**src/tcc_pkg.sv**
```systemverilog
package tcc_pkg;
	localparam int ADDR_W = 10;
	localparam int IDX_W = 8;
	// register indices; byte address is four times the index
	localparam logic [7:0] IDX_CTRL_A = 8'h2f;
	localparam logic [7:0] IDX_CTRL_B = 8'h2e;
	localparam logic [7:0] IDX_COUNT = 8'h2c;
	localparam logic [7:0] IDX_CMP_A = 8'h2a;
	localparam logic [7:0] IDX_CMP_B = 8'h28;
	localparam logic [7:0] IDX_CAPT = 8'h24;
	localparam logic [7:0] IDX_AUX = 8'h30;
	// control a fields
	localparam int CA_OUTA_LSB = 6;
	localparam int CA_OUTB_LSB = 4;
	localparam int CA_PWM_LSB = 0;
	// control b fields
	localparam int CB_NOISE = 7;
	localparam int CB_EDGE = 6;
	localparam int CB_CTC = 3;
	localparam int CB_CLK_LSB = 0;
	// aux fields
	localparam int AUX_CMP_SRC = 0;
	localparam logic [7:0] CTRL_RESET = 8'h00;
	localparam logic [15:0] WORD_RESET = 16'h0000;
	localparam logic [2:0] CS_STOP = 3'b000;
	localparam logic [2:0] CS_CLK = 3'b001;
	localparam logic [2:0] CS_DIV8 = 3'b010;
	localparam logic [2:0] CS_DIV64 = 3'b011;
	localparam logic [2:0] CS_DIV256 = 3'b100;
	localparam logic [2:0] CS_DIV1024 = 3'b101;
	localparam logic [2:0] CS_EXT_FALL = 3'b110;
	localparam logic [2:0] CS_EXT_RISE = 3'b111;
	localparam logic [9:0] PRE_M8 = 10'h007;
	localparam logic [9:0] PRE_M64 = 10'h03f;
	localparam logic [9:0] PRE_M256 = 10'h0ff;
	localparam logic [9:0] PRE_M1024 = 10'h3ff;
	localparam logic [1:0] OM_OFF = 2'b00;
	localparam logic [1:0] OM_TOGGLE = 2'b01;
	localparam logic [1:0] OM_LOW = 2'b10;
	localparam logic [1:0] OM_HIGH = 2'b11;
	localparam logic [1:0] PWM_OFF = 2'b00;
	localparam logic [1:0] PWM_8 = 2'b01;
	localparam logic [1:0] PWM_9 = 2'b10;
	localparam logic [15:0] TOP_8 = 16'h00ff;
	localparam logic [15:0] TOP_9 = 16'h01ff;
	localparam logic [15:0] TOP_10 = 16'h03ff;
	localparam int NOISE_SAMPLES = 4;
	localparam logic [1:0] RESP_OKAY = 2'b00;
	localparam logic [1:0] RESP_SLVERR = 2'b10;
endpackage : tcc_pkg

```
**src/tcc_cap_if.sv**
```systemverilog
`timescale 1ns/100ps
interface tcc_cap_if;
	logic noise_en;
	logic edge_rise;
	logic use_cmp;
	logic event_p;
	modport ctrl (output noise_en, output edge_rise, output use_cmp,
		input event_p);
	modport filt (input noise_en, input edge_rise, input use_cmp,
		output event_p);
endinterface : tcc_cap_if

```
**src/tcc_capture.sv**
```systemverilog
`timescale 1ns/100ps
module tcc_capture
	import tcc_pkg::*;
(
	input wire logic aclk,
	input wire logic aresetn,
	input wire logic capture_input_pin,
	input wire logic analog_cmp_out,
	tcc_cap_if.filt cap
);
	logic pin_s1_reg;
	logic pin_s2_reg;
	logic cmp_s1_reg;
	logic cmp_s2_reg;
	logic [NOISE_SAMPLES-1:0] samp_reg;
	logic level_reg;
	logic event_reg;
	wire logic src;
	wire logic all_hi;
	wire logic all_lo;
	wire logic level_next;
	wire logic rise;
	wire logic fall;

	// sampled every aclk, which is the crystal rate here
	assign src = cap.use_cmp ? cmp_s2_reg : pin_s2_reg;
	assign all_hi = &samp_reg;
	assign all_lo = ~|samp_reg;
	// with the noise filter on, filtered level only moves once four samples agree
	assign level_next = cap.noise_en ?
		(all_hi ? 1'b1 : (all_lo ? 1'b0 : level_reg)) : samp_reg[0];
	assign rise = level_next & ~level_reg;
	assign fall = ~level_next & level_reg;
	assign cap.event_p = event_reg;

	always_ff @(posedge aclk)
	begin
		pin_s1_reg <= capture_input_pin;
		pin_s2_reg <= pin_s1_reg;
		cmp_s1_reg <= analog_cmp_out;
		cmp_s2_reg <= cmp_s1_reg;
	end

	always_ff @(posedge aclk)
	begin
		if (!aresetn)
		begin
			samp_reg <= '0;
			level_reg <= 1'b0;
			event_reg <= 1'b0;
		end
		else
		begin
			samp_reg <= {samp_reg[NOISE_SAMPLES-2:0], src};
			level_reg <= level_next;
			event_reg <= cap.edge_rise ? rise : fall;
		end
	end
endmodule : tcc_capture

```
**src/tcc_top.sv**
```systemverilog
// Operation
// - counter runs on system, prescaled or external clock, or stops
// - external clock is synchronised and sampled on each rising aclk edge
// - two independent channels compare their value against the counter
// - optional counter clear on channel a match
// - outside pwm, mode 00 off, 01 toggle, 10 low, 11 high
// - in pwm mode output mode fields take their pwm meaning
// - pwm select 00 off, 01 8-bit, 10 9-bit, 11 10-bit
// - pwm yields two glitch-free centred pulse outputs
// - qualified capture event copies counter into capture register
// - analog comparator output may be chosen as capture trigger
// - noise filter needs four agreeing samples, else first edge fires
// - capture input sampled at crystal clock rate
// - edge select: cleared falling, set rising
// - unused control bits read zero and ignore writes
// - clock select codes stop, clk, /8, /64, /256, /1024, ext fall, rise
// - clear on match zeroes counter the cycle after match; not in pwm
//
// The implementer's own choice: the AXI4-Lite slave port.
`timescale 1ns/100ps
module tcc_top
	import tcc_pkg::*;
(
	input wire logic aclk,
	input wire logic aresetn,
	input wire logic [tcc_pkg::ADDR_W-1:0] s_axi_awaddr,
	input wire logic [2:0] s_axi_awprot,
	input wire logic s_axi_awvalid,
	output logic s_axi_awready,
	input wire logic [31:0] s_axi_wdata,
	input wire logic [3:0] s_axi_wstrb,
	input wire logic s_axi_wvalid,
	output logic s_axi_wready,
	output logic [1:0] s_axi_bresp,
	output logic s_axi_bvalid,
	input wire logic s_axi_bready,
	input wire logic [tcc_pkg::ADDR_W-1:0] s_axi_araddr,
	input wire logic [2:0] s_axi_arprot,
	input wire logic s_axi_arvalid,
	output logic s_axi_arready,
	output logic [31:0] s_axi_rdata,
	output logic [1:0] s_axi_rresp,
	output logic s_axi_rvalid,
	input wire logic s_axi_rready,
	input wire logic ext_clock_pin,
	input wire logic capture_input_pin,
	input wire logic analog_cmp_out,
	output logic compare_out_a_pin,
	output logic compare_out_a_oe,
	output logic compare_out_b_pin,
	output logic compare_out_b_oe
);
	tcc_cap_if cap_bus ();

	logic [1:0] outmode_a_reg;
	logic [1:0] outmode_b_reg;
	logic [1:0] pwm_sel_reg;
	logic noise_en_reg;
	logic edge_sel_reg;
	logic ctc_reg;
	logic [2:0] clk_sel_reg;
	logic cmp_src_reg;
	logic [15:0] count_reg;
	logic [15:0] cmp_a_reg;
	logic [15:0] cmp_b_reg;
	logic [15:0] capt_reg;
	logic [15:0] buf_a_reg;
	logic [15:0] buf_b_reg;
	logic dir_down_reg;
	logic [9:0] pre_reg;
	logic ext_s1_reg;
	logic ext_s2_reg;
	logic ext_s3_reg;
	logic match_a_reg;
	logic match_b_reg;
	logic aw_hold_reg;
	logic w_hold_reg;
	logic [tcc_pkg::ADDR_W-1:0] awaddr_reg;
	logic [31:0] wdata_reg;
	logic [3:0] wstrb_reg;

	function automatic logic [IDX_W-1:0] idx_of(
		input logic [ADDR_W-1:0] a);
		idx_of = a[ADDR_W-1:2];
	endfunction : idx_of

	function automatic logic mapped(input logic [IDX_W-1:0] i);
		mapped = (i == IDX_CTRL_A) || (i == IDX_CTRL_B) ||
			(i == IDX_COUNT) || (i == IDX_CMP_A) ||
			(i == IDX_CMP_B) || (i == IDX_CAPT) || (i == IDX_AUX);
	endfunction : mapped

	function automatic logic [15:0] merge16(input logic [15:0] old,
		input logic [31:0] d, input logic [3:0] s);
		merge16 = {s[1] ? d[15:8] : old[15:8], s[0] ? d[7:0] : old[7:0]};
	endfunction : merge16

	function automatic logic pre_hit(input logic [9:0] p,
		input logic [9:0] m);
		pre_hit = (p & m) == m;
	endfunction : pre_hit

	// bus handshakes
	wire logic aw_take = s_axi_awvalid & s_axi_awready;
	wire logic w_take = s_axi_wvalid & s_axi_wready;
	wire logic ar_take = s_axi_arvalid & s_axi_arready;
	wire logic aw_have = aw_hold_reg | aw_take;
	wire logic w_have = w_hold_reg | w_take;
	wire logic do_write = aw_have & w_have;
	wire logic [ADDR_W-1:0] wa = aw_take ? s_axi_awaddr : awaddr_reg;
	wire logic [31:0] wd = w_take ? s_axi_wdata : wdata_reg;
	wire logic [3:0] ws = w_take ? s_axi_wstrb : wstrb_reg;
	wire logic [IDX_W-1:0] widx = idx_of(wa);
	wire logic [IDX_W-1:0] ridx = idx_of(s_axi_araddr);
	wire logic aw_hold_next = aw_have & ~do_write;
	wire logic w_hold_next = w_have & ~do_write;
	wire logic bvalid_next = do_write | (s_axi_bvalid & ~s_axi_bready);
	wire logic rvalid_next = ar_take | (s_axi_rvalid & ~s_axi_rready);
	wire logic wr_lo = do_write & ws[0];
	wire logic wr_ctrl_a = wr_lo & (widx == IDX_CTRL_A);
	wire logic wr_ctrl_b = wr_lo & (widx == IDX_CTRL_B);
	wire logic wr_aux = wr_lo & (widx == IDX_AUX);
	wire logic wr_count = do_write & (widx == IDX_COUNT);
	wire logic wr_cmp_a = do_write & (widx == IDX_CMP_A);
	wire logic wr_cmp_b = do_write & (widx == IDX_CMP_B);

	// reserved bits are not stored, so they read back as zero
	wire logic [7:0] ctrl_a_rd = {outmode_a_reg, outmode_b_reg, 2'b00,
		pwm_sel_reg};
	wire logic [7:0] ctrl_b_rd = {noise_en_reg, edge_sel_reg, 2'b00,
		ctc_reg, clk_sel_reg};
	wire logic [31:0] rd_mux =
		(ridx == IDX_CTRL_A) ? {24'h00_0000, ctrl_a_rd} :
		(ridx == IDX_CTRL_B) ? {24'h00_0000, ctrl_b_rd} :
		(ridx == IDX_COUNT) ? {16'h0000, count_reg} :
		(ridx == IDX_CMP_A) ? {16'h0000, cmp_a_reg} :
		(ridx == IDX_CMP_B) ? {16'h0000, cmp_b_reg} :
		(ridx == IDX_CAPT) ? {16'h0000, capt_reg} :
		(ridx == IDX_AUX) ? {31'h0000_0000, cmp_src_reg} : 32'h0000_0000;

	// clock source; external edges come off the synchroniser output
	wire logic ext_rise = ext_s2_reg & ~ext_s3_reg;
	wire logic ext_fall = ~ext_s2_reg & ext_s3_reg;
	wire logic tick =
		(clk_sel_reg == CS_CLK) ? 1'b1 :
		(clk_sel_reg == CS_DIV8) ? pre_hit(pre_reg, PRE_M8) :
		(clk_sel_reg == CS_DIV64) ? pre_hit(pre_reg, PRE_M64) :
		(clk_sel_reg == CS_DIV256) ? pre_hit(pre_reg, PRE_M256) :
		(clk_sel_reg == CS_DIV1024) ? pre_hit(pre_reg, PRE_M1024) :
		(clk_sel_reg == CS_EXT_FALL) ? ext_fall :
		(clk_sel_reg == CS_EXT_RISE) ? ext_rise : 1'b0;

	// pwm resolution and up/down turn points
	wire logic pwm_on = pwm_sel_reg != PWM_OFF;
	wire logic [15:0] pwm_top = (pwm_sel_reg == PWM_8) ? TOP_8 :
		(pwm_sel_reg == PWM_9) ? TOP_9 : TOP_10;
	wire logic at_top = count_reg >= pwm_top;
	wire logic at_bottom = count_reg == WORD_RESET;
	wire logic go_down = dir_down_reg ? ~at_bottom : at_top;
	wire logic [15:0] cnt_up = count_reg + 16'h0001;
	wire logic [15:0] cnt_dn = count_reg - 16'h0001;
	wire logic [15:0] cnt_adv = (pwm_on & go_down) ? cnt_dn : cnt_up;

	// match reg is one cycle late, so the clear lands the cycle after
	wire logic clear_now = match_a_reg & ctc_reg & ~pwm_on;
	wire logic advance = tick & ~wr_count & ~clear_now;
	// a software write onto the compare value does not count
	wire logic hit_a = advance & ~pwm_on & (cnt_adv == cmp_a_reg);
	wire logic hit_b = advance & ~pwm_on & (cnt_adv == cmp_b_reg);
	// compare values are taken only at the turn, so no glitches
	wire logic buf_load = ~pwm_on | (tick & at_top & ~dir_down_reg);
	wire logic pwm_lvl_a = cnt_adv < buf_a_reg;
	wire logic pwm_lvl_b = cnt_adv < buf_b_reg;

	assign cap_bus.noise_en = noise_en_reg;
	assign cap_bus.edge_rise = edge_sel_reg;
	assign cap_bus.use_cmp = cmp_src_reg;

	tcc_capture u_capture (
		.aclk(aclk),
		.aresetn(aresetn),
		.capture_input_pin(capture_input_pin),
		.analog_cmp_out(analog_cmp_out),
		.cap(cap_bus.filt)
	);

	always_ff @(posedge aclk)
	begin
		if (!aresetn)
		begin
			s_axi_awready <= 1'b0;
			s_axi_wready <= 1'b0;
			s_axi_bvalid <= 1'b0;
			s_axi_arready <= 1'b0;
			s_axi_rvalid <= 1'b0;
			aw_hold_reg <= 1'b0;
			w_hold_reg <= 1'b0;
		end
		else
		begin
			s_axi_awready <= ~aw_hold_next & ~bvalid_next;
			s_axi_wready <= ~w_hold_next & ~bvalid_next;
			s_axi_bvalid <= bvalid_next;
			s_axi_arready <= ~rvalid_next;
			s_axi_rvalid <= rvalid_next;
			aw_hold_reg <= aw_hold_next;
			w_hold_reg <= w_hold_next;
		end
	end

	always_ff @(posedge aclk)
	begin
		if (!aresetn)
		begin
			awaddr_reg <= '0;
			wdata_reg <= 32'h0000_0000;
			wstrb_reg <= 4'h0;
			s_axi_bresp <= RESP_OKAY;
			s_axi_rresp <= RESP_OKAY;
			s_axi_rdata <= 32'h0000_0000;
		end
		else
		begin
			if (aw_take)
				awaddr_reg <= s_axi_awaddr;
			if (w_take)
			begin
				wdata_reg <= s_axi_wdata;
				wstrb_reg <= s_axi_wstrb;
			end
			if (do_write)
				s_axi_bresp <= mapped(widx) ? RESP_OKAY : RESP_SLVERR;
			if (ar_take)
			begin
				s_axi_rdata <= rd_mux;
				s_axi_rresp <= mapped(ridx) ? RESP_OKAY : RESP_SLVERR;
			end
		end
	end

	always_ff @(posedge aclk)
	begin
		if (!aresetn)
		begin
			outmode_a_reg <= CTRL_RESET[CA_OUTA_LSB +: 2];
			outmode_b_reg <= CTRL_RESET[CA_OUTB_LSB +: 2];
			pwm_sel_reg <= CTRL_RESET[CA_PWM_LSB +: 2];
			noise_en_reg <= CTRL_RESET[CB_NOISE];
			edge_sel_reg <= CTRL_RESET[CB_EDGE];
			ctc_reg <= CTRL_RESET[CB_CTC];
			clk_sel_reg <= CTRL_RESET[CB_CLK_LSB +: 3];
			cmp_src_reg <= CTRL_RESET[AUX_CMP_SRC];
		end
		else
		begin
			if (wr_ctrl_a)
			begin
				outmode_a_reg <= wd[CA_OUTA_LSB +: 2];
				outmode_b_reg <= wd[CA_OUTB_LSB +: 2];
				pwm_sel_reg <= wd[CA_PWM_LSB +: 2];
			end
			if (wr_ctrl_b)
			begin
				noise_en_reg <= wd[CB_NOISE];
				edge_sel_reg <= wd[CB_EDGE];
				ctc_reg <= wd[CB_CTC];
				clk_sel_reg <= wd[CB_CLK_LSB +: 3];
			end
			if (wr_aux)
				cmp_src_reg <= wd[AUX_CMP_SRC];
		end
	end

	always_ff @(posedge aclk)
	begin
		if (!aresetn)
		begin
			cmp_a_reg <= WORD_RESET;
			cmp_b_reg <= WORD_RESET;
			buf_a_reg <= WORD_RESET;
			buf_b_reg <= WORD_RESET;
		end
		else
		begin
			if (wr_cmp_a)
				cmp_a_reg <= merge16(cmp_a_reg, wd, ws);
			if (wr_cmp_b)
				cmp_b_reg <= merge16(cmp_b_reg, wd, ws);
			if (buf_load)
			begin
				buf_a_reg <= cmp_a_reg;
				buf_b_reg <= cmp_b_reg;
			end
		end
	end

	// prescaler runs free, shared by all divided rates
	always_ff @(posedge aclk)
	begin
		if (!aresetn)
		begin
			pre_reg <= 10'h000;
			ext_s1_reg <= 1'b0;
			ext_s2_reg <= 1'b0;
			ext_s3_reg <= 1'b0;
		end
		else
		begin
			pre_reg <= pre_reg + 10'h001;
			ext_s1_reg <= ext_clock_pin;
			ext_s2_reg <= ext_s1_reg;
			ext_s3_reg <= ext_s2_reg;
		end
	end

	always_ff @(posedge aclk)
	begin
		if (!aresetn)
		begin
			count_reg <= WORD_RESET;
			dir_down_reg <= 1'b0;
		end
		else if (wr_count)
			count_reg <= merge16(count_reg, wd, ws);
		else if (clear_now)
			count_reg <= WORD_RESET;
		else if (tick)
		begin
			count_reg <= cnt_adv;
			dir_down_reg <= pwm_on & go_down;
		end
	end

	always_ff @(posedge aclk)
	begin
		if (!aresetn)
		begin
			match_a_reg <= 1'b0;
			match_b_reg <= 1'b0;
			capt_reg <= WORD_RESET;
		end
		else
		begin
			match_a_reg <= hit_a;
			match_b_reg <= hit_b;
			if (cap_bus.event_p)
				capt_reg <= count_reg;
		end
	end

	// pin drivers; enable follows the mode, read in its pwm meaning while pwm is on, so mode and pwm select set the direction
	always_ff @(posedge aclk)
	begin
		if (!aresetn)
		begin
			compare_out_a_pin <= 1'b0;
			compare_out_b_pin <= 1'b0;
			compare_out_a_oe <= 1'b0;
			compare_out_b_oe <= 1'b0;
		end
		else
		begin
			compare_out_a_oe <= pwm_on ? outmode_a_reg[1] :
				(outmode_a_reg != OM_OFF);
			compare_out_b_oe <= pwm_on ? outmode_b_reg[1] :
				(outmode_b_reg != OM_OFF);
			if (pwm_on & advance)
			begin
				// 10 non-inverted, 11 inverted centred pulse
				compare_out_a_pin <= pwm_lvl_a ^ outmode_a_reg[0];
				compare_out_b_pin <= pwm_lvl_b ^ outmode_b_reg[0];
			end
			else if (!pwm_on)
			begin
				if (match_a_reg)
				begin
					unique case (outmode_a_reg)
						OM_TOGGLE: compare_out_a_pin <= ~compare_out_a_pin;
						OM_LOW: compare_out_a_pin <= 1'b0;
						OM_HIGH: compare_out_a_pin <= 1'b1;
						OM_OFF: compare_out_a_pin <= compare_out_a_pin;
					endcase
				end
				if (match_b_reg)
				begin
					unique case (outmode_b_reg)
						OM_TOGGLE: compare_out_b_pin <= ~compare_out_b_pin;
						OM_LOW: compare_out_b_pin <= 1'b0;
						OM_HIGH: compare_out_b_pin <= 1'b1;
						OM_OFF: compare_out_b_pin <= compare_out_b_pin;
					endcase
				end
			end
		end
	end
endmodule : tcc_top

```
**config.mk**
```make
export PLATFORM = sky130hd
export DESIGN_NAME = tcc_top
export DESIGN_NICKNAME = d
export VERILOG_FILES = /design/src/tcc_pkg.sv /design/src/tcc_cap_if.sv /design/src/tcc_capture.sv /design/src/tcc_top.sv
export SDC_FILE = /design/constraint.sdc
export NUM_CORES = 1
export LEC_CHECK = 0
export ABC_AREA = 1
export BUFFER_PORTS_ARGS = -buffer_cell sky130_fd_sc_hd__buf_2
export CORE_MARGIN = 2
export CORE_UTILIZATION = 46
export DETAILED_ROUTE_END_ITERATION = 10
export PLACE_DENSITY_LB_ADDON = 0.25
export SLEW_MARGIN = 10
export SYNTH_ARGS = -nofsm -noshare
export SYNTH_HDL_FRONTEND = slang
export SYNTH_SLANG_ARGS = --single-unit
```
**constraint.sdc**
```tcl
create_clock -name aclk -period 5.05 [get_ports aclk]
set_input_delay 1.01 -clock aclk [delete_from_list [all_inputs] [get_ports aclk]]
set_output_delay 1.01 -clock aclk [all_outputs]
set_load 0.01 [all_outputs]
```
* After elaboration in Yosys (flattened, before gate mapping)
Cells that the tools add are included.
Operators by class: muxes and demuxes 43, bitwise gates (word level) 57, equal/unequal tests 40, $add $sub $neg 3, reduce and logical (&&, ||, !) cells 32, $lt $le $gt $ge 3
Operators by type and width (number):
- 16-bit two-way mux | 11
- 8-bit by 6-bit == test with 1-bit output (second input constant) | 14
- 1-bit bitwise AND | 32
- 16-bit == test | 2
- 16-bit < comparator | 2
- 10-bit two-way mux | 3
- 1-bit two-way mux | 22
- 1-bit NOT | 18
- 16-bit by 1-bit adder with 16-bit output (second input constant) | 1
- 16-bit by 10-bit >= comparator with 1-bit output | 1
- 16-bit zero test | 1
- 8-bit two-way mux | 2
- 16-bit by 1-bit subtractor with 16-bit output (second input constant) | 1
- 3-bit == test (second input constant) | 5
- 1-bit logical OR | 12
- 2-bit AND reduction | 6
- 10-bit by 1-bit adder with 10-bit output (second input constant) | 1
- 10-bit == test (second input constant) | 1
- 2-bit == test (second input constant) | 5
- 2-bit nonzero test | 5
- 3-bit AND reduction | 3
- 8-bit == test (second input constant) | 1
- 2-bit inequality test (second input constant) | 4
- 2-bit by 1-bit == test with 1-bit output (second input constant) | 3
- other kinds (12) | 22
Storage, ports and cells: flip-flop bits (word level) 210

* Depth between registers and ports, before layout
Gate-level depths: netlist (run 1).
depth in word-level cells 14, gate-level depth with buffers 29, depth with buffers taken out 29

* Modules after synthesis
A second synthesis (run 1) with hierarchy kept.
Unflattened totals: cells, all modules 1454, area, all modules 10133.5 sq um
Modules (own cells, without submodules):
- tcc_top | area an instance 9809.4 sq um, times used 1, cells an instance 1416
- tcc_capture | area an instance 324.1 sq um, times used 1, cells an instance 38

* Worst setup path before layout (run 1)
OpenSTA, ideal clock, no wires.
path type register -> register, from reg pwm_sel_reg[0], to reg compare_out_b_pin, slack 0.879 ns, arrival time 4.039 ns, cell stages (with the launch flop) 29, cell sequence dfxtp_1 -> inv_1 -> ha_1 -> ha_1 -> a21oi_1 -> nor3b_1 -> nand3_1 -> nand3_1 -> inv_1 -> ha_1 -> nand2_1 -> nor2_1 -> inv_1 -> o211ai_1 -> nand2_1 -> nand3_1 -> a21o_1 -> nand2_1 -> ha_1 -> nand2_1 -> inv_1 -> nand3_1 -> inv_1 -> a21oi_1 -> nand2_1 -> nand2_1 -> nand3_1 -> nand2_1 -> a21oi_1
On the way: longest elaborated chain between the ends 10
RTL lines:
- start, declared | line tcc_top.sv:57 | logic [1:0] pwm_sel_reg;
- start signal, assigned | line tcc_top.sv:247 | pwm_sel_reg <= CTRL_RESET[CA_PWM_LSB +: 2];
- start signal, assigned | line tcc_top.sv:260 | pwm_sel_reg <= wd[CA_PWM_LSB +: 2];
- 2-bit == test | line tcc_top.sv:156 | (pwm_sel_reg == PWM_9) ? TOP_9 : TOP_10;
- 10-bit two-way mux | line tcc_top.sv:156
- 10-bit two-way mux | line tcc_top.sv:155 | wire logic [15:0] pwm_top = (pwm_sel_reg == PWM_8) ? TOP_8 :
- 16-bit by 10-bit >= comparator with 1-bit output | line tcc_top.sv:157 | wire logic at_top = count_reg >= pwm_top;
- 1-bit two-way mux | line tcc_top.sv:159 | wire logic go_down = dir_down_reg ? ~at_bottom : at_top;
- 1-bit bitwise AND | line tcc_top.sv:162 | wire logic [15:0] cnt_adv = (pwm_on & go_down) ? cnt_dn : cnt_up;
- 16-bit two-way mux | line tcc_top.sv:162
- 16-bit < comparator | line tcc_top.sv:173 | wire logic pwm_lvl_b = cnt_adv < buf_b_reg;
- 1-bit XOR | line tcc_top.sv:371 | compare_out_b_pin <= pwm_lvl_b ^ outmode_b_reg[0];
- 1-bit two-way mux | line tcc_top.sv:367 | if (pwm_on & advance)
- end signal, assigned | line tcc_top.sv:371
- end signal, assigned | line tcc_top.sv:387 | OM_TOGGLE: compare_out_b_pin <= ~compare_out_b_pin;
- end signal, assigned | line tcc_top.sv:390 | OM_OFF: compare_out_b_pin <= compare_out_b_pin;
- end, declared | line tcc_top.sv:50 | output logic compare_out_b_pin,
Several ways; a longest one is shown, not always the timed one. A chain may end at the register's enable or synchronous reset.

* Final worst setup path (run 1)
from reg pwm_sel_reg[0], to reg compare_out_a_pin
On the way: longest elaborated chain between the ends 10
RTL lines:
- 2-bit == test | line tcc_top.sv:156
- 10-bit two-way mux | line tcc_top.sv:156
- 10-bit two-way mux | line tcc_top.sv:155
- 16-bit by 10-bit >= comparator with 1-bit output | line tcc_top.sv:157
- 1-bit two-way mux | line tcc_top.sv:159
- 1-bit bitwise AND | line tcc_top.sv:162
- 16-bit two-way mux | line tcc_top.sv:162
- 16-bit < comparator | line tcc_top.sv:172 | wire logic pwm_lvl_a = cnt_adv < buf_a_reg;
- 1-bit XOR | line tcc_top.sv:370 | compare_out_a_pin <= pwm_lvl_a ^ outmode_a_reg[0];
- 1-bit two-way mux | line tcc_top.sv:367
- end signal, assigned | line tcc_top.sv:370
- end signal, assigned | line tcc_top.sv:378 | OM_TOGGLE: compare_out_a_pin <= ~compare_out_a_pin;
- end signal, assigned | line tcc_top.sv:381 | OM_OFF: compare_out_a_pin <= compare_out_a_pin;
- end, declared | line tcc_top.sv:48 | output logic compare_out_a_pin,
Several ways; a longest one is shown, not always the timed one.

==> metrics, run 1 <==
# diodes=0; Setup-failing EPs final=0; core area=0.0212 mm²; clock-pin slew on the worst setup and hold paths=80 ps; number of distinct library cells after synthesis=53; Max Cap Violations=0; total negative setup slack=0 ps; Final Cycle Share=93.4%; Yosys top cell area share=38.0%; kind of critical path=reg2reg; Crit path required time=5390 ps; IO Port Bufs=70; Synth Register Bits=190; nets=1,597; final slew viol count=0; Clk Latency, worst-skew pair=460 ps; Filler cells=2,096; Seq/Total Area, Yosys=38.0%; post-place setup slack=354 ps; Hold Buf Count CTS=0; die area=0.0230 mm²; final worst slack=331 ps; worst hold path class=reg2reg; Max IR drop VDD=0.000202 V; DR vias/cell=5.37; Synth Flop Type=dfxtp_1; Root Driver=clkbuf_16; most frequent cells in the layout=238 x nand2_1, 216 x inv_1, 190 x dfxtp_1, 172 x a21oi_1, 161 x o21ai_0; FMAX=212 MHz; Starting Density=47.2%; row count=53; H-tree lvl count=4; outcome=finished, final reports clean; Hold Path Origin=u_capture.cmp_s1_reg; Clk pwr share=44.7%; Worst R2R Setup Slack=330 ps; Antenna Nets Post-Route=0; Gate power share=7.2%; Power Dens Cells=286 mW/mm²; DRC errors left=0; normalized max-slew margin=23.6%; P_leak=5.06 nW; final hold violation count=0; largest cells by area after synthesis=dfxtp_1 38%, nand2_1 8.9%, a21oi_1 8.7%; global-route wire length before repair=45,400 µm; reg2reg path depth=26; Crit. End Element=register; vias in the first global route=8,750; Mapped Cells=1,409; Fin Clk Skew=12.8 ps; switching power=890 µW; fin crit period=4720 ps; HPWL after DPL=21,800 µm; initial antenna violation count=0; Ys Warns=0; Post-synth ARST share=0%; synthesized area per cell=7.11 µm²; CTS sink cnt=190; EDFF count, synth=0; switching share of total power=27.6%; leading cell type in the layout, fill and taps excluded=nand2_1; DP Area=0.0106 mm²; I/O Pins=117; DR WL/cell=16.4 µm; largest net degree at the start of global routing=72; Final Non-Filler Cells=1,762; dpl cells=1,727; die height=152 µm; Routability Congestion=0.916; worst path arrival time=5060 ps; Critical Path Source=pwm_sel_reg[0]; leading area contributor after synthesis=dfxtp_1; Vias=9,464; GRT Util Overall=25.8%; worst r2r src=pwm_sel_reg[0]; DIE WIDTH=152 µm; Clock Path Buffers=2; overall routed net length=29,000 µm; RR Endpoint=compare_out_a_pin; post-synthesis instance area=0.0100 mm²; Initial DRC Count=641; Startpoint Class=register; Internal Dissipation=2.34 mW; Area Overhead vs Synth=12.7%; CTS tree=yes; crit-path max FO=6; sequential power share=48.1%; end of the critical path=compare_out_a_pin; post-route cell area=0.0113 mm²; layout cell share with drive strength beyond 1=11.6%; actual slew at the worst max-slew pin=1140 ps; DRT Pass-1 Iters=5; TritonCTS buffer count=17; Hold Slack=334 ps; GRT Residual Overflow=0
worst min-delay path by stage:
stage                                 to  cells after the start
finish              u_capture.cmp_s2_reg                      0
global route        u_capture.cmp_s2_reg                      0
CTS                 u_capture.cmp_s2_reg                      0
detailed placement  u_capture.cmp_s2_reg                      0
global placement    u_capture.cmp_s2_reg                      0
floorplan           u_capture.cmp_s2_reg                      0
metal layers:
layer  vias up  part of all wire [%]  GRT usage [%]
met5         -                     0              0
met4         0                   3.9           11.6
met3        59                   5.2           4.43
met2       291                    47           43.0
met1      4366                    44           32.9
li1       4748                     -              -
synth_stat cells, drive strengths merged, types with 2 or more instances:
| library cell | number |
|---|---|
| xor2 | 12 |
| o21ai | 164 |
| nor2 | 117 |
| inv | 220 |
| a211oi | 3 |
| nor4 | 3 |
| nor3 | 16 |
| a21o | 7 |
| clkinv | 2 |
| o211ai | 5 |
| nand3 | 55 |
| nand4 | 22 |
| a22oi | 2 |
| o221ai | 12 |
| clkbuf | 38 |
| dfxtp | 190 |
| a21oi | 175 |
| nand3b | 2 |
| o22ai | 5 |
| a221oi | 8 |
| xnor2 | 2 |
| nand2 | 251 |
| a31oi | 3 |
| buf | 29 |
| o41ai | 2 |
| a41oi | 3 |
| ha | 50 |
| o21a | 2 |
layout make-up:
class,count,area [µm²],share of cell area [%]
clock inverters,14,188,1.66
multi-input cells,947,5120,45.4
clock buffers,18,439,3.89
well taps,275,344,3.05
inverters,222,845,7.49
flip-flops and latches,190,3800,33.7
repair buffers,96,543,4.81
metrics by stage:
stage,utilization [%],total power [mW]
2_1_floorplan,-,1.75
3_3_place_gp,49.9,1.81
3_5_place_dp,49.9,1.82
4_1_cts,52.9,3.24
5_1_grt,53.2,3.33
6_report,53.2,3.22
power groups by stage:
stage               Clock, mW  Sequential (mW)  Combinational (mW)
finish                   1.44             1.55               0.232
global route             1.51             1.56               0.264
CTS                      1.46             1.55               0.230
detailed placement          0             1.59               0.229
global placement            0             1.59               0.226
floorplan                   0             1.59               0.159
timing repair:
item                                    in CTS  in global routing
endpoints found under the setup margin       0                  2
gates resized for setup                      0                  8
buffers inserted                             0                  3
kinds of logic after synthesis:
logic type	Yosys count	synth area share, %
DFF	190	38.0
AOI/OAI and AO/OA	393	21.8
other	1	0.0374
muxes	1	0.100
adders and majority gates	51	6.45
xor gates and xnor gates	15	1.45
buffers and inverters	289	11.9
and+or+nand+nor	469	20.3
critical path, cell delays in order (launching register included):
cell and delay [ps]:
dfxtp_1 370, inv_1 80, ha_1 340, ha_1 310, a21oi_1 150, nor3b_2 220, nand3_1 90, nand3_1 150
clkinvlp_4 110, buf_4 170, ha_1 370, nand2_1 130, nor2_1 140, inv_1 50, o211ai_1 250, nand2_1 100
nand3_1 100, a21o_1 140, nand2_1 110, buf_4 160, ha_1 290, a21oi_1 120, o21ai_0 150, a21oi_1 290
nand2_1 90, nand2_1 60, a21oi_1 60
Power figures use the tool's default switching activity.
==> inputs of run 2 (changes only) <==
--- a/config.mk
+++ b/config.mk
@@ -5,12 +5,12 @@
 export SDC_FILE = /design/constraint.sdc
 export NUM_CORES = 1
 export LEC_CHECK = 0
-export ABC_AREA = 1
-export BUFFER_PORTS_ARGS = -buffer_cell sky130_fd_sc_hd__buf_2
 export CORE_MARGIN = 2
 export CORE_UTILIZATION = 46
 export DETAILED_ROUTE_END_ITERATION = 10
+export DONT_BUFFER_PORTS = 1
 export PLACE_DENSITY_LB_ADDON = 0.25
+export SKIP_LAST_GASP = 1
 export SLEW_MARGIN = 10
 export SYNTH_ARGS = -nofsm -noshare
 export SYNTH_HDL_FRONTEND = slang
==> run 2 against run 1 <==
Wire length rose by 3.0%. Largest cell class unchanged. Combinational power fell by 42%. Sequential power barely moved. Synthesized area rose by 2.2%. Cell count fell by 13%.
==> metrics, run 2 <==
Tot Pwr=3.09 mW (-4.3%); actual slew at the worst max-slew pin=1230 ps (+85.8 ps); IO Port Bufs=0 (-100%); Initial DRC Count=895 (+40%); DRT Pass-1 Iters=6 (+1); CTS sink cnt=190 (unchanged); core area=0.0218 mm² (+2.8%); kind of critical path=reg2reg; Startpoint Class=register; Seq/Total Area, Yosys=37.2% (-0.80 points); top cells by count, synth=199 x nor2_1, 190 x dfxtp_1, 90 x mux2i_1, 89 x a21oi_1, 54 x inv_1; Power Dens Cells=259 mW/mm² (-9.2%); Antenna Nets Post-Route=0 (unchanged); die height=153 µm (+1.0%); initial antenna violation count=0 (unchanged); Final Non-Filler Cells=1,526 (-13%); P_leak=4.82 nW (-4.8%); Crit path required time=5410 ps (+20 ps); Max IR drop VDD=0.000228 V (+13%); GR peak layer=met2; dominant cell by count in the synthesized netlist=nor2_1; Yosys top cell area share=37.2% (-0.80 points); Crit. End Element=register; most frequent cells in the layout=198 x nor2_1, 188 x dfxtp_1, 90 x mux2i_1, 90 x buf_4, 83 x a21oi_1; TritonCTS buffer count=17 (unchanged); DIE WIDTH=153 µm (+1.0%); Hold Slack=333 ps (-1.75 ps); fin crit period=4940 ps (+220 ps); Clk Latency, worst-skew pair=430 ps (-30 ps); post-layout util=54.5% (+1.3 points); dpl cells=1,483 (-14%); DRC errors left=0 (unchanged); Root Driver=clkbuf_16; row count=54 (+1.9%); outcome=finished, final reports clean; GRT Residual Overflow=0 (unchanged); GRT Util Overall=25.1% (-0.74 points); leading area contributor after synthesis=dfxtp_1; final hold violation count=0 (unchanged); number of distinct library cells after synthesis=77 (+45%); Clock Path Buffers=2 (unchanged); DR vias/cell=5.81 (+8.2%); H-tree lvl count=4 (unchanged); Starting Density=46.9% (-0.31 points); Fin Clk Skew=10.0 ps (-2.76 ps); met1 usage=34.9% (+2.0 points); Final Cycle Share=97.8% (+4.4 points); # diodes=0 (unchanged); final slew viol count=0 (unchanged); largest cells by area after synthesis=dfxtp_1 37%, mux2i_1 8.8%, nor2_1 7.3%; Routability Congestion=0.947 (+3.4%); met2 Use GR=37.4% (-5.6 points); vias in the first global route=8,105 (-7.4%); Vias=8,872 (-6.3%); Setup-failing EPs final=0 (unchanged); DR WL/cell=19.6 µm (+19%); normalized max-slew margin=18.3% (-5.3 points); worst hold path class=reg2reg; clock-pin slew on the worst setup and hold paths=70 ps (about the same); Area Overhead vs Synth=16.3%; global-route wire length before repair=46,000 µm (+1.2%); Post-synth ARST share=0% (unchanged); FMAX=202 MHz (-4.5%); Synth Flop Type=dfxtp_1; Ys Warns=0 (unchanged); Mapped Cells=1,186 (-16%); EDFF count, synth=0 (unchanged); leading cell type in the layout, fill and taps excluded=nor2_1; layout cell share with drive strength beyond 1=16.1% (+4.6 points); crit-path max FO=4 (-2); CTS tree=yes; synthesized area per cell=8.63 µm² (+21%); grt met3 use=6.44% (+2.0 points); largest net degree at the start of global routing=77 (+6.9%); HPWL after DPL=21,600 µm (-0.98%); Synth Register Bits=190 (unchanged); post-synthesis instance area=0.0102 mm² (+2.2%); nets=1,357 (-15%); I/O Pins=117 (unchanged); RSZ-0062 raised after global routing=true; worst path arrival time=5300 ps (+240 ps); Max Cap Violations=0 (unchanged); die area=0.0234 mm² (+2.1%); overall routed net length=29,900 µm (+3.0%)
-- run 2: cell families after synthesis --
family / synth area share [%]
AND/OR/NAND/NOR: 18.1
AO/OA/AOI/OAI: 17.3
multiplexers: 9.91
other: 0.0367
adder cells (fa/ha/maj): 6.31
XOR/XNOR: 5.34
flip-flops: 37.2
buffers and inverters: 5.90
-- run 2: final timing paths --
path	start	to	slack, ps	cells past startpoint
min	u_capture.cmp_s1_reg	u_capture.cmp_s2_reg	330	0
max	pwm_sel_reg[1]	compare_out_a_pin	110	27
max reg2reg	pwm_sel_reg[1]	compare_out_a_pin	110	27
min reg2reg	u_capture.cmp_s1_reg	u_capture.cmp_s2_reg	330	0
-- run 2: power breakdown --
part,switching (mW),internal [mW]
Sequential,0.0243,1.53
Clock,0.638,0.762
Combinational,0.0915,0.0430
-- run 2: metrics by stage --
| stage | setup slack, ps | instance area, µm² | setup TNS (ps) |
|---|---|---|---|
| 6_report | 111 | 11900 | 0 |
| 5_1_grt | -147 | 11900 | -198 |
| 4_1_cts | 10.4 | 11700 | 0 |
| 3_5_place_dp | -195 | 10900 | -308 |
| 3_3_place_gp | -119 | 10900 | -144 |
| 2_1_floorplan | 57.0 | 10300 | 0 |
-- run 2: metal layers --
layer	vias up	routed length (µm)
met3	60	2330
met2	344	13000
met5	-	0
met4	0	1010
li1	4261	-
met1	4207	13600
-- run 2: cell type report --
class	instances	area (µm²)
multi-input combinational	875	6190
clock inverter	13	170
clock buffer	18	439
timing repair buffer	95	732
sequential	190	3810
fill	2026	9930
tap	280	350
inverter	55	209
-- run 2: critical path: stages (launching register included) --
cell	delay, ps
dfxtp_2	340
inv_2	50
buf_6	110
ha_4	150
ha_4	240
nand2_4	70
nor3_4	40
a2111oi_4	360
a211oi_4	130
buf_6	160
ha_4	170
buf_6	120
or2_4	230
o221a_4	250
o21ba_4	190
o31a_1	310
buf_6	150
o31ai_4	220
xnor2_2	120
ha_1	320
nand4_1	170
nor2_2	220
o21ai_2	80
a21oi_2	180
nor2_1	60
mux2i_1	140
a221oi_1	100
nor3_1	160
-- run 2: what timing repair did --
item,CTS,global route
endpoints found under the hold margin,0,0
buffers inserted,7,7
gates resized for setup,19,28
pin swaps,12,37
setup endpoints to repair,2,2
hold buffers,0,0
